$ cat src/core/sits_pkg.sv
// constants for the safety i/o tag status block
`default_nettype none
package sits_pkg;
	// timing
	localparam int unsigned CLK_HZ  = 20_000_000;
	localparam int unsigned OVF_HZ  = 1000;
	localparam int unsigned UNF_HZ  = 1;
	localparam int unsigned OVF_CYC = CLK_HZ / OVF_HZ;
	localparam int unsigned UNF_CYC = CLK_HZ / UNF_HZ;
	localparam int unsigned TCW     = 25;
	// sizes
	localparam int unsigned N_DIN  = 8;
	localparam int unsigned N_DOUT = 8;
	localparam int unsigned N_TST  = 4;
	localparam int unsigned N_ACH  = 4;
	localparam int unsigned N_SYNC = 43;
	// byte offsets
	localparam logic [7:0] A_CTRL  = 8'h00;
	localparam logic [7:0] A_CMD   = 8'h04;
	localparam logic [7:0] A_TRST  = 8'h08;
	localparam logic [7:0] A_DSTAT = 8'h0C;
	localparam logic [7:0] A_DAUX  = 8'h10;
	localparam logic [7:0] A_ASTAT = 8'h14;
	localparam logic [7:0] A_FRSN  = 8'h18;
	localparam logic [7:0] A_AVAL  = 8'h20;
	localparam logic [7:0] A_LIM   = 8'h40;
	// control field positions
	localparam int unsigned C_RUN  = 0;
	localparam int unsigned C_DUAL = 4;
	localparam int unsigned C_TACH = 8;
	localparam int unsigned C_STDM = 12;
	localparam int unsigned C_LAMP = 16;
	localparam int unsigned C_FALL = 20;
	// lamp terminals
	localparam int unsigned LAMP_A = 0;
	localparam int unsigned LAMP_B = 2;
	// reset values
	localparam logic [31:0] CTRL_RST = 32'h0000_0000;
	localparam logic [31:0] CMD_RST  = 32'h0000_0000;
	localparam logic [15:0] HI_RST   = 16'h7FFF;
	localparam logic [15:0] LO_RST   = 16'h8000;
	// axi answers
	localparam logic [1:0] RESP_OK  = 2'h0;
	localparam logic [1:0] RESP_DEC = 2'h3;
endpackage : sits_pkg
`default_nettype wire

$ cat src/core/sits_core.sv
// safety i/o tag status core with axi4-lite register slave
`default_nettype none
module sits_core
	import sits_pkg::*;
#(
	parameter int unsigned OVF_LIM = OVF_CYC,
	parameter int unsigned UNF_LIM = UNF_CYC
)(
	input  wire logic        sys_clk_in,
	input  wire logic        sys_rst_in,
	input  wire logic [7:0]  s_axi_awaddr_in,
	input  wire logic        s_axi_awvalid_in,
	output logic             s_axi_awready_out,
	input  wire logic [31:0] s_axi_wdata_in,
	input  wire logic [3:0]  s_axi_wstrb_in,
	input  wire logic        s_axi_wvalid_in,
	output logic             s_axi_wready_out,
	output logic [1:0]       s_axi_bresp_out,
	output logic             s_axi_bvalid_out,
	input  wire logic        s_axi_bready_in,
	input  wire logic [7:0]  s_axi_araddr_in,
	input  wire logic        s_axi_arvalid_in,
	output logic             s_axi_arready_out,
	output logic [31:0]      s_axi_rdata_out,
	output logic [1:0]       s_axi_rresp_out,
	output logic             s_axi_rvalid_out,
	input  wire logic        s_axi_rready_in,
	input  wire logic [7:0]  din_pin_in,
	input  wire logic [7:0]  din_ok_pin_in,
	input  wire logic [7:0]  dout_ok_pin_in,
	input  wire logic [7:0]  rdbk_pin_in,
	input  wire logic [3:0]  test_ok_pin_in,
	input  wire logic        lamp_ok_pin_in,
	input  wire logic        in_pwr_ok_pin_in,
	input  wire logic        out_pwr_ok_pin_in,
	input  wire logic [3:0]  tach_pin_in,
	input  wire logic        conn_ok_in,
	input  wire logic [63:0] ana_val_in,
	input  wire logic [3:0]  ana_ok_in,
	input  wire logic [31:0] ana_rsn_in,
	input  wire logic        ana_pwr_ok_in,
	output logic [7:0]       sout_out,
	output logic [3:0]       tout_out
);

	// byte-lane merge for register writes
	function automatic logic [31:0] merge(
		input logic [31:0] old,
		input logic [31:0] wd,
		input logic [3:0]  st
	);
		logic [31:0] r;
		r = old;
		for (int b = 0; b < 4; b++)
		begin
			if (st[b])
			begin
				r[8*b +: 8] = wd[8*b +: 8];
			end
		end
		return r;
	endfunction : merge

	// address hits a mapped register
	function automatic logic mapped(input logic [7:0] a);
		logic ok;
		ok = (a <= A_FRSN) || ((a >= A_AVAL) && (a < A_AVAL + 8'h10));
		ok = ok || ((a >= A_LIM) && (a < A_LIM + 8'h40));
		return ok && (a[1:0] == 2'h0);
	endfunction : mapped

	// pin synchroniser stages
	logic [N_SYNC-1:0] s1_q;       // first stage, read only by s2
	logic [N_SYNC-1:0] s2_q;       // safe copy
	logic [N_SYNC-1:0] pins;       // raw bundle

	// software state
	logic [31:0] ctrl_q;           // modes and run flag
	logic [31:0] cmd_q;            // output commands
	logic [15:0] lim_q [N_ACH][4]; // hh, h, l, ll per channel

	// axi write side
	logic        aw_hold_q;        // address captured
	logic [7:0]  awaddr_q;         // captured address
	logic        w_hold_q;         // data captured
	logic [31:0] wdata_q;          // captured data
	logic [3:0]  wstrb_q;          // captured strobes
	logic        bvalid_q;         // response pending
	logic [1:0]  bresp_q;          // response code
	logic        do_wr;            // both halves present

	// axi read side
	logic        rvalid_q;         // read data pending
	logic [31:0] rdata_q;          // read data
	logic [1:0]  rresp_q;          // read response
	logic [31:0] rd_mux;           // combinational read value

	// synchronised field view
	logic [7:0]  din_s;            // input circuits
	logic [7:0]  din_ok_s;         // input circuit health
	logic [7:0]  dout_ok_s;        // output circuit health
	logic [7:0]  rdbk_s;           // 24v sense
	logic [3:0]  test_ok_s;        // test output health
	logic        lamp_ok_s;        // lamp health
	logic        in_pwr_ok_s;      // input field power
	logic        out_pwr_ok_s;     // output field power
	logic [3:0]  tach_s;           // tach levels
	logic [3:0]  tach_d1_q;        // previous tach level

	// status words
	logic [31:0] dstat;            // digital status
	logic [31:0] daux;             // readback and test status
	logic [31:0] astat;            // analog status
	logic        run;              // run state
	logic        conn_flt;         // connection fault

	// tachometer state
	logic [TCW-1:0] tcnt_q [N_ACH]; // cycles since last edge
	logic [3:0]  seen_q;           // one edge seen, period valid
	logic [3:0]  ovf_q;            // latched overfrequency
	logic [3:0]  unf_q;            // underfrequency
	logic [3:0]  tedge;            // trigger edge this cycle
	logic [3:0]  tclr;             // tach reset pulse
	logic [1:0]  dlow;             // dual low per pair

	// analog alarm views
	logic [3:0]  a_proc;           // process alarm status
	logic [3:0]  a_hh;             // high high normal
	logic [3:0]  a_h;              // high normal
	logic [3:0]  a_l;              // low normal
	logic [3:0]  a_ll;             // low low normal

	// bundle the pins so one synchroniser covers them all
	assign pins = {tach_pin_in, out_pwr_ok_pin_in, in_pwr_ok_pin_in,
		lamp_ok_pin_in, test_ok_pin_in, rdbk_pin_in, dout_ok_pin_in,
		din_ok_pin_in, din_pin_in};

	// two-flop synchroniser for every field pin
	always_ff @(posedge sys_clk_in or posedge sys_rst_in)
	begin
		if (sys_rst_in)
		begin
			s1_q <= '0;
			s2_q <= '0;
		end
		else
		begin
			s1_q <= pins;
			s2_q <= s1_q;
		end
	end

	// unpack the safe copy
	assign din_s        = s2_q[7:0];
	assign din_ok_s     = s2_q[15:8];
	assign dout_ok_s    = s2_q[23:16];
	assign rdbk_s       = s2_q[31:24];
	assign test_ok_s    = s2_q[35:32];
	assign lamp_ok_s    = s2_q[36];
	assign in_pwr_ok_s  = s2_q[37];
	assign out_pwr_ok_s = s2_q[38];
	assign tach_s       = s2_q[42:39];

	// connection state; conn_ok_in is same-clock logic
	assign run      = ctrl_q[C_RUN];
	assign conn_flt = ~conn_ok_in;

	// digital status word
	always_comb
	begin
		dstat        = '0;
		dstat[7:0]   = din_s;
		dstat[15:8]  = din_ok_s;
		dstat[23:16] = dout_ok_s;
		dstat[24]    = &din_ok_s;
		dstat[25]    = &dout_ok_s;
		// lamp fault only counts while lamp mode is on
		dstat[26]    = ~ctrl_q[C_LAMP] | lamp_ok_s;
		dstat[27]    = ~in_pwr_ok_s;
		dstat[28]    = ~out_pwr_ok_s;
		dstat[29]    = run;
		dstat[30]    = conn_flt;
	end

	// readback and test output status
	always_comb
	begin
		daux       = '0;
		daux[7:0]  = rdbk_s;
		daux[11:8] = test_ok_s;
	end

	// analog alarm compares, signed engineering units
	always_comb
	begin
		for (int c = 0; c < N_ACH; c++)
		begin
			logic signed [15:0] v;
			v = $signed(ana_val_in[16*c +: 16]);
			a_hh[c] = v < $signed(lim_q[c][0]);
			a_h[c]  = v < $signed(lim_q[c][1]);
			a_l[c]  = v > $signed(lim_q[c][2]);
			a_ll[c] = v > $signed(lim_q[c][3]);
			a_proc[c] = a_h[c] & a_l[c];
		end
	end

	// dual low, fixed pairs 0-1 and 2-3
	always_comb
	begin
		for (int p = 0; p < 2; p++)
		begin
			// both sensors low at once means a short
			dlow[p] = ctrl_q[C_DUAL + p] & ~tach_s[2*p] & ~tach_s[2*p+1];
		end
	end

	// analog status word
	always_comb
	begin
		astat        = '0;
		astat[3:0]   = a_proc;
		astat[7:4]   = a_hh;
		astat[11:8]  = a_h;
		astat[15:12] = a_l;
		astat[19:16] = a_ll;
		astat[23:20] = ~ovf_q;
		astat[27:24] = ~unf_q;
		astat[29:28] = ~dlow;
		astat[30]    = ana_pwr_ok_in;
		astat[31]    = 1'b0;
	end

	// trigger edge per channel, polarity from control
	always_comb
	begin
		for (int c = 0; c < N_ACH; c++)
		begin
			if (ctrl_q[C_FALL + c])
			begin
				tedge[c] = tach_d1_q[c] & ~tach_s[c];
			end
			else
			begin
				tedge[c] = ~tach_d1_q[c] & tach_s[c];
			end
		end
	end

	// tach reset: write of ones, zeros do nothing
	assign tclr = (do_wr && awaddr_q == A_TRST && wstrb_q[0])
		? wdata_q[3:0] : 4'h0;

	// tachometer period measurement
	always_ff @(posedge sys_clk_in or posedge sys_rst_in)
	begin
		if (sys_rst_in)
		begin
			tach_d1_q <= '0;
			seen_q    <= '0;
			ovf_q     <= '0;
			unf_q     <= '0;
			for (int c = 0; c < N_ACH; c++)
			begin
				tcnt_q[c] <= '0;
			end
		end
		else
		begin
			tach_d1_q <= tach_s;
			for (int c = 0; c < N_ACH; c++)
			begin
				if (!ctrl_q[C_TACH + c])
				begin
					// not in tach mode: hold everything idle
					tcnt_q[c] <= '0;
					seen_q[c] <= 1'b0;
					ovf_q[c]  <= 1'b0;
					unf_q[c]  <= 1'b0;
				end
				else if (tedge[c] && seen_q[c] && !ovf_q[c]
					&& tcnt_q[c] < TCW'(OVF_LIM))
				begin
					// period too short; set beats a same-cycle reset
					ovf_q[c] <= 1'b1;
					tcnt_q[c] <= '0;
				end
				else if (tclr[c])
				begin
					// restart the calculation from scratch
					ovf_q[c]  <= 1'b0;
					seen_q[c] <= 1'b0;
					tcnt_q[c] <= '0;
				end
				else if (ovf_q[c])
				begin
					// latched: calculation frozen until reset
					tcnt_q[c] <= '0;
				end
				else if (tedge[c])
				begin
					seen_q[c] <= 1'b1;
					unf_q[c]  <= 1'b0;
					tcnt_q[c] <= '0;
				end
				else if (tcnt_q[c] >= TCW'(UNF_LIM))
				begin
					// no edge for a full slow period
					unf_q[c] <= 1'b1;
				end
				else
				begin
					tcnt_q[c] <= tcnt_q[c] + 1'b1;
				end
			end
		end
	end

	// outputs: commands gated by run and a healthy connection
	always_ff @(posedge sys_clk_in or posedge sys_rst_in)
	begin
		if (sys_rst_in)
		begin
			sout_out <= '0;
			tout_out <= '0;
		end
		else
		begin
			// idle or faulted link forces safe off
			sout_out <= (run && !conn_flt) ? cmd_q[7:0] : 8'h00;
			for (int t = 0; t < N_TST; t++)
			begin
				if (ctrl_q[C_STDM + t])
				begin
					tout_out[t] <= run && !conn_flt && cmd_q[8 + t];
				end
				else if (t == LAMP_A || t == LAMP_B)
				begin
					tout_out[t] <= ctrl_q[C_LAMP];
				end
				else
				begin
					tout_out[t] <= 1'b0;
				end
			end
		end
	end

	// axi write channel handshakes
	assign s_axi_awready_out = !aw_hold_q && !bvalid_q;
	assign s_axi_wready_out  = !w_hold_q && !bvalid_q;
	assign do_wr = aw_hold_q && w_hold_q;
	assign s_axi_bvalid_out = bvalid_q;
	assign s_axi_bresp_out  = bresp_q;

	// capture address and data in either order
	always_ff @(posedge sys_clk_in or posedge sys_rst_in)
	begin
		if (sys_rst_in)
		begin
			aw_hold_q <= 1'b0;
			awaddr_q  <= '0;
			w_hold_q  <= 1'b0;
			wdata_q   <= '0;
			wstrb_q   <= '0;
			bvalid_q  <= 1'b0;
			bresp_q   <= RESP_OK;
		end
		else
		begin
			if (s_axi_awvalid_in && s_axi_awready_out)
			begin
				aw_hold_q <= 1'b1;
				awaddr_q  <= s_axi_awaddr_in;
			end
			if (s_axi_wvalid_in && s_axi_wready_out)
			begin
				w_hold_q <= 1'b1;
				wdata_q  <= s_axi_wdata_in;
				wstrb_q  <= s_axi_wstrb_in;
			end
			if (do_wr)
			begin
				aw_hold_q <= 1'b0;
				w_hold_q  <= 1'b0;
				bvalid_q  <= 1'b1;
				bresp_q   <= mapped(awaddr_q) ? RESP_OK : RESP_DEC;
			end
			else if (bvalid_q && s_axi_bready_in)
			begin
				bvalid_q <= 1'b0;
			end
		end
	end

	// software registers; status words ignore writes
	always_ff @(posedge sys_clk_in or posedge sys_rst_in)
	begin
		if (sys_rst_in)
		begin
			ctrl_q <= CTRL_RST;
			cmd_q  <= CMD_RST;
			for (int c = 0; c < N_ACH; c++)
			begin
				lim_q[c][0] <= HI_RST;
				lim_q[c][1] <= HI_RST;
				lim_q[c][2] <= LO_RST;
				lim_q[c][3] <= LO_RST;
			end
		end
		else if (do_wr)
		begin
			if (awaddr_q == A_CTRL)
			begin
				ctrl_q <= merge(ctrl_q, wdata_q, wstrb_q);
			end
			else if (awaddr_q == A_CMD)
			begin
				cmd_q <= merge(cmd_q, wdata_q, wstrb_q);
			end
			else if (awaddr_q[7:6] == A_LIM[7:6] && awaddr_q[1:0] == 2'h0)
			begin
				// limits only use the low half
				lim_q[awaddr_q[5:4]][awaddr_q[3:2]] <= 16'(merge(
					{16'h0000, lim_q[awaddr_q[5:4]][awaddr_q[3:2]]},
					wdata_q, wstrb_q));
			end
		end
	end

	// read decode
	always_comb
	begin
		rd_mux = 32'h0000_0000;
		if (s_axi_araddr_in == A_CTRL)
		begin
			rd_mux = ctrl_q;
		end
		else if (s_axi_araddr_in == A_CMD)
		begin
			rd_mux = cmd_q;
		end
		else if (s_axi_araddr_in == A_DSTAT)
		begin
			rd_mux = dstat;
		end
		else if (s_axi_araddr_in == A_DAUX)
		begin
			rd_mux = daux;
		end
		else if (s_axi_araddr_in == A_ASTAT)
		begin
			rd_mux = astat;
		end
		else if (s_axi_araddr_in == A_FRSN)
		begin
			rd_mux = ana_rsn_in;
		end
		else if (s_axi_araddr_in[7:4] == A_AVAL[7:4])
		begin
			// analog value, health in bit 16
			rd_mux = {15'h0000, ana_ok_in[s_axi_araddr_in[3:2]],
				ana_val_in[16*s_axi_araddr_in[3:2] +: 16]};
		end
		else if (s_axi_araddr_in[7:6] == A_LIM[7:6])
		begin
			rd_mux = {16'h0000, lim_q[s_axi_araddr_in[5:4]][s_axi_araddr_in[3:2]]};
		end
	end

	// axi read channel
	assign s_axi_arready_out = !rvalid_q;
	assign s_axi_rvalid_out  = rvalid_q;
	assign s_axi_rdata_out   = rdata_q;
	assign s_axi_rresp_out   = rresp_q;

	// one read in flight; data held until taken
	always_ff @(posedge sys_clk_in or posedge sys_rst_in)
	begin
		if (sys_rst_in)
		begin
			rvalid_q <= 1'b0;
			rdata_q  <= '0;
			rresp_q  <= RESP_OK;
		end
		else if (s_axi_arvalid_in && !rvalid_q)
		begin
			rvalid_q <= 1'b1;
			// unmapped reads return zero with decode error
			rdata_q  <= mapped(s_axi_araddr_in) ? rd_mux : 32'h0000_0000;
			rresp_q  <= mapped(s_axi_araddr_in) ? RESP_OK : RESP_DEC;
		end
		else if (rvalid_q && s_axi_rready_in)
		begin
			rvalid_q <= 1'b0;
		end
	end

endmodule : sits_core
`default_nettype wire

$ cat config.mk
export PLATFORM = sky130hd
export DESIGN_NAME = sits_core
export DESIGN_NICKNAME = d
export VERILOG_FILES = /design/src/core/sits_pkg.sv /design/src/core/sits_core.sv
export SDC_FILE = /design/constraint.sdc
export NUM_CORES = 2
export LEC_CHECK = 0
export ABC_AREA = 1
export CAP_MARGIN = 20
export CORE_MARGIN = 2
export CORE_UTILIZATION = 40
export DETAILED_ROUTE_END_ITERATION = 16
export DONT_BUFFER_PORTS = 1
export GPL_TIMING_DRIVEN = 0
export PLACE_DENSITY = 0.61
export SLEW_MARGIN = 0
export SYNTH_ARGS = -nofsm -noshare
export SYNTH_HDL_FRONTEND = slang
export SYNTH_SLANG_ARGS = --single-unit
$ cat constraint.sdc
create_clock -name sys_clk_in -period 43.9 [get_ports sys_clk_in]
set_input_delay 10.975 -clock sys_clk_in [delete_from_list [all_inputs] [get_ports sys_clk_in]]
set_output_delay 10.975 -clock sys_clk_in [all_outputs]
set_load 0.05 [all_outputs]
; ---- Word-level counts from Yosys, hierarchy flattened
; Cells that the tools add are included.
[classes]
add_sub_neg = 4
n_lt_le_gt_ge = 41
n_eq_ne = 42
shifts = 1
n_mux = 138
n_bitwise = 38
reduce_logical = 75
[ops]
columns = operator, n
row1 = 25-bit two-way mux, 24
row2 = 64-bit two-way mux, 5
row3 = 64-bit binary-select mux with 2-bit select, 2
row4 = 256-bit bitwise mux, 1
row5 = 32-bit two-way mux, 7
row6 = 64-bit demux with 2-bit select, 1
row7 = 16-bit greater-than comparator, 8
row8 = 16-bit < comparator, 8
row9 = "25-bit by 1-bit adder with 25-bit output, second input constant", 4
row10 = "25-bit greater-or-equal comparator, second input constant", 4
row11 = "25-bit by 15-bit < comparator with 1-bit output, second input constant", 4
row12 = 16-bit two-way mux, 6
row13 = 8-bit two-way mux, 11
row14 = 1-bit two-way mux, 73
row15 = 16-bit binary-select mux with 2-bit select, 2
row16 = 64-bit by 7-bit indexed part select with 16-bit output, 1
row17 = 1-bit logical AND, 36
row18 = "3-bit by 1-bit != test with 1-bit output, second input constant", 12
row19 = 4-bit AND reduction, 9
row20 = 16-bit demux with 2-bit select, 1
row21 = "8-bit by 5-bit == test with 1-bit output, second input constant", 3
row22 = "2-bit != test, second input constant", 12
row23 = "6-bit != test, second input constant", 4
row24 = 3-bit AND reduction, 8
row25 = other kinds (29), 93
[totals]
register_bits = 618
in_bits = 204
wordCells = 394

; ---- Logic depth before layout (Yosys ltp)
[depth]
depth_word = 16
mapped_depth = 19
depth_no_buf = 19

; ---- Worst setup path after synthesis
; OpenSTA, ideal clock, no wires.
[synth_path]
path_type = input to register
from = in s_axi_araddr_in[6]
to = reg rdata_q[4], in the netlist s_axi_rdata_out[4]
setup_ns = 0.118
t_arrival_ns = 12.260
t_required_ns = 43.782
slack_ns = 31.523
stages = 11
path_cell_list = nor2_1 > inv_1 > nor2_1 > nand3_2 > inv_2 > buf_2 > nand2_1 > o21ai_0 > nand4_1 > nand2_1 > nand2_1
[synth_via]
elab_chain_len = 10
word_cells_on_any_way = 27
classes_between = order compare (5) / eq/ne (7) / mux (9) / reduce/logical (6)
[synth_lines]
columns = item, line
row1 = from (decl), sits_core.sv:21  ; input wire logic [7:0] s_axi_araddr_in,
row2 = 2-bit by 1-bit == test with 1-bit output, sits_core.sv:465  ; else if (s_axi_araddr_in[7:6] == A_LIM[7:6])
row3 = 16-bit two-way mux, sits_core.sv:465
row4 = 17-bit two-way mux, sits_core.sv:459  ; else if (s_axi_araddr_in[7:4] == A_AVAL[7:4])
row5 = 32-bit two-way mux, sits_core.sv:455  ; else if (s_axi_araddr_in == A_FRSN)
row6 = 32-bit two-way mux, sits_core.sv:451  ; else if (s_axi_araddr_in == A_ASTAT)
row7 = 32-bit two-way mux, sits_core.sv:447  ; else if (s_axi_araddr_in == A_DAUX)
row8 = 32-bit two-way mux, sits_core.sv:443  ; else if (s_axi_araddr_in == A_DSTAT)
row9 = 32-bit two-way mux, sits_core.sv:439  ; else if (s_axi_araddr_in == A_CMD)
row10 = 32-bit two-way mux, sits_core.sv:435  ; if (s_axi_araddr_in == A_CTRL)
row11 = 32-bit two-way mux (*), sits_core.sv:490  ; rdata_q <= mapped(s_axi_araddr_in) ? rd_mux : 32'h0000_0000;
row12 = to (signal assigned), sits_core.sv:490
row13 = to (decl), sits_core.sv:94  ; logic [31:0] rdata_q;
; Every way passes the cells marked *; elsewhere a longest branch is shown, timed or not.
; A chain may end at the register's enable or synchronous reset.

; ---- Worst setup path after layout
[layout_path]
from = in s_axi_araddr_in[1]
to = reg rdata_q[7], in the netlist s_axi_rdata_out[7]
[layout_via]
elab_chain_len = 8
word_cells_on_any_way = 24
classes_between = order compare (5) / eq/ne (5) / mux (7) / reduce/logical (7)
[layout_lines]
columns = item, line
row1 = 8-bit by 5-bit == test with 1-bit output, sits_core.sv:455
row2 = 32-bit two-way mux, sits_core.sv:455
row3 = 32-bit two-way mux, sits_core.sv:451
row4 = 32-bit two-way mux, sits_core.sv:447
row5 = 32-bit two-way mux, sits_core.sv:443
row6 = 32-bit two-way mux, sits_core.sv:439
row7 = 32-bit two-way mux, sits_core.sv:435
row8 = 32-bit two-way mux (*), sits_core.sv:490
; Marks and branches as above.

==> impl_metrics.json <==
{
  "final_common_cell": "nand2_1",
  "finalHoldViolCount": 0,
  "worstPathRequired_ns": 44.46,
  "hold_class": "reg2reg",
  "clock-sinks": 616,
  "rrSetupSlack_ns": 40.41,
  "powerDensity_nw_per_um2": 45.82,
  "postCtsSetupRepairBufs": 0,
  "whs_endpoint": "s2_q[32]$_DFF_PP0_",
  "multi_input_comb_area_um2": 17790,
  "grt_pass1_wl_mm": 236.5,
  "drive_gt1_frac": 0.1067,
  "tritoncts": "built",
  "core_um2": 90420,
  "area_growth_pct": 11.25,
  "avgSynthCellArea_um2": 7.998,
  "endpoint_kind": "register",
  "path_class": "in2reg",
  "finalMaxSlewViolations": 0,
  "seqPwrFrac": 0.361,
  "max_slew_margin": 0.3060,
  "fin_worst_skew_ns": 0.04214,
  "layout_min_cycle_time_ns": 13.77,
  "num-fill-cells": 9036,
  "cts_buffers": 70,
  "nNetsFinal": 5117,
  "cp-start-kind": "primary input",
  "arrival_ns": 14.33,
  "firstDrtPassIters": 6,
  "rsz0062_at_grt": "no",
  "place_congestion": 1.071,
  "syn_inst": 4578,
  "wl_mm": 168.4,
  "fp-row-count": 110,
  "clock_latency_ns": 0.67,
  "dp_hpwl_mm": 133.5,
  "crit_path_max_fanout": 10,
  "viasPerCell": 5.947,
  "yosysSeqAreaShare": 0.4254,
  "hold_path_depth": 0,
  "grt_overflow": 0,
  "grt_max_degree": 130,
  "regArea_um2": 15570,
  "synth_edf_count": 0,
  "switchingPower_mw": 0.7280,
  "wire_per_inst_um": 28.52,
  "reg2regPathDepth": 10,
  "cts_hold_buf": 0,
  "syn-num-nets": 5038,
  "p_int_mw": 1.138,
  "yosys_warnings": 0,
  "cts-root-buf": "clkbuf_16",
  "track_usage": 0.3530,
  "port-buffer-count": 0,
  "grt_pass1_vias": 32628,
  "dieWidth_um": 306.5,
  "dieArea_um2": 93970,
  "tns_ns": 0,
  "clkPwrFrac": 0.338,
  "ys_types": 63,
  "ant_nets": 0,
  "cts_resized": 0,
  "antenna_found_initial": 22,
  "p_leak_nw": 17.13,
  "initial_core_util": 0.4049,
  "min-delay-start": "s1_q[32]$_DFF_PP0_",
  "whs_ns": 0.3474,
  "ys.flop_type": "dfrtp_1",
  "num_vias": 35119,
  "fmax_mhz": 72.62,
  "async_reset_ff_frac": 1.000,
  "drt_iter0_markers": 4575,
  "fp.dieH_um": 306.5,
  "drv_cap": 0,
  "outcome": "finished clean",
  "cts.clk_slew.worst_paths_ns": 0.06,
  "combPwrFrac": 0.301,
  "r2r-end": "tcnt_q[37]$_DFFE_PP0P_",
  "period_share": 0.3137,
  "syn_area_um2": 36610,
  "worst_pin_slew_ns": 1.041,
  "ys_ff_latch": 616,
  "pin_count": 257,
  "cts.path.max_buffers": 3,
  "layout_common_cells": "nand2_1, inv_1, dfrtp_1, o21ai_0, nor2_1",
  "setup_viol": 0,
  "drc": 0,
  "worstReg2RegStart": "wstrb_q[0]$_DFFE_PP0P_",
  "swShare": 0.3901,
  "vdd_ir_drop_max_mv": 0.04733,
  "ctsHtreeMaxLevel": 3
}
registers in the layout, indices dropped and copies added (netlist names), 8 cells and up:
register / flops
ctrl_q: 32
s_axi_rdata_out: 32
s1_q: 43
lim_q: 256
s2_q: 43
wdata_q: 32
awaddr_q: 8
sout_out: 8
tcnt_q: 100
cmd_q: 32
per-layer routing:
layer / global-route usage / vias to the layer above / wire, um
met1: 0.4856 / 17034 / 70170
met5: 0.006202 / - / 125
met2: 0.4988 / 1933 / 69110
met4: 0.1815 / 16 / 9451
met3: 0.1067 / 404 / 19580
li1: - / 15732 / -
cells by family after synthesis:
group / share of synthesized area
xor+xnor: 0.005024
compound gates: 0.1822
mux: 0.001845
simple gates: 0.2094
fa+ha+maj: 0.08748
buf+inv: 0.08864
flops: 0.4254
cell usage after synthesis (all sizes together) (2+ instances only):
cell / instances / area (um2)
o21a: 5 / 37.54
nor2: 325 / 1408
a21oi: 261 / 1306
a221oi: 8 / 70.07
a31oi: 13 / 81.33
o2111ai: 9 / 78.83
inv: 589 / 2218
o311ai: 5 / 43.80
buf: 103 / 704.4
xnor2: 2 / 17.52
a21o: 10 / 75.07
o211ai: 8 / 60.06
nand3b: 8 / 110.1
o21ai: 621 / 3239
nor3: 86 / 488.0
clkbuf: 85 / 319.1
dfrtp: 488 / 12210
o21bai: 5 / 37.54
o221ai: 9 / 78.83
nand2: 900 / 3423
nand3: 264 / 1446
mux2: 6 / 67.56
or2: 9 / 56.31
xor2: 19 / 166.4
a211oi: 13 / 97.59
o22a: 2 / 17.52
ha: 256 / 3203
or3: 2 / 12.51
nand4: 82 / 513.0
nor4: 28 / 181.4
a22oi: 17 / 127.6
a2111oi: 2 / 17.52
o22ai: 199 / 1251
dfstp: 128 / 3363
nor3b: 2 / 15.01
o31ai: 2 / 15.01
stage by stage:
stage / worst slack (ns) / utilization / total power [mW] / cells / area (um2)
after global placement: 8.564 / 0.4212 / 1.214 / 5754 / 38090
after detailed placement: 29.37 / 0.4229 / 1.219 / 5760 / 38240
after global routing: 30.23 / 0.4503 / 1.929 / 5898 / 40710
after CTS: 30.06 / 0.4499 / 1.847 / 5888 / 40680
final: 30.13 / 0.4505 / 1.866 / 5905 / 40730
after floorplan: 15.89 / - / 0.9905 / 4578 / 36610
how the worst max path moves through the flow:
stage                                  start                             end  slack [ns]
after floorplan                   sys_rst_in           aw_hold_q$_DFFE_PP0P_       15.89
after CTS                 s_axi_araddr_in[1]  s_axi_rdata_out[6]$_DFFE_PP0P_       30.06
after global placement            sys_rst_in           lim_q[21]$_DFFE_PP0P_        8.56
final                     s_axi_araddr_in[1]  s_axi_rdata_out[7]$_DFFE_PP0P_       30.13
after global routing      s_axi_araddr_in[1]  s_axi_rdata_out[7]$_DFFE_PP0P_       30.23
after detailed placement  s_axi_araddr_in[1]  s_axi_rdata_out[6]$_DFFE_PP0P_       29.37
worst max-delay path: stages:
cell and delay, ns:
nor2_1 0.76, nand3_2 0.62, inv_2 0.45, buf_2 0.38, nand2_1 0.08, o21ai_0 0.70, nand4_1 0.17, nand2_1 0.11
nand2_1 0.05
final cells by class:
type                       count  area share
timing repair buffer           7    0.003748
inverter                     590     0.05474
multi-input combinational   3184      0.4368
clock inverter                25    0.009277
clock buffer                 103     0.05078
sequential                   616      0.3824
tap                         1176     0.03612
antenna                       16   0.0009830
buffer                       188     0.02513
power by group through the flow:
stage / combinational, mW / sequential (mW) / clock [mW]
floorplan: 0.325 / 0.665 / 0
global placement: 0.532 / 0.682 / 0
detailed placement: 0.537 / 0.682 / 0
CTS: 0.539 / 0.672 / 0.636
global route: 0.590 / 0.679 / 0.660
finish: 0.561 / 0.675 / 0.630
No activity file was read; power rests on OpenSTA's default activity.
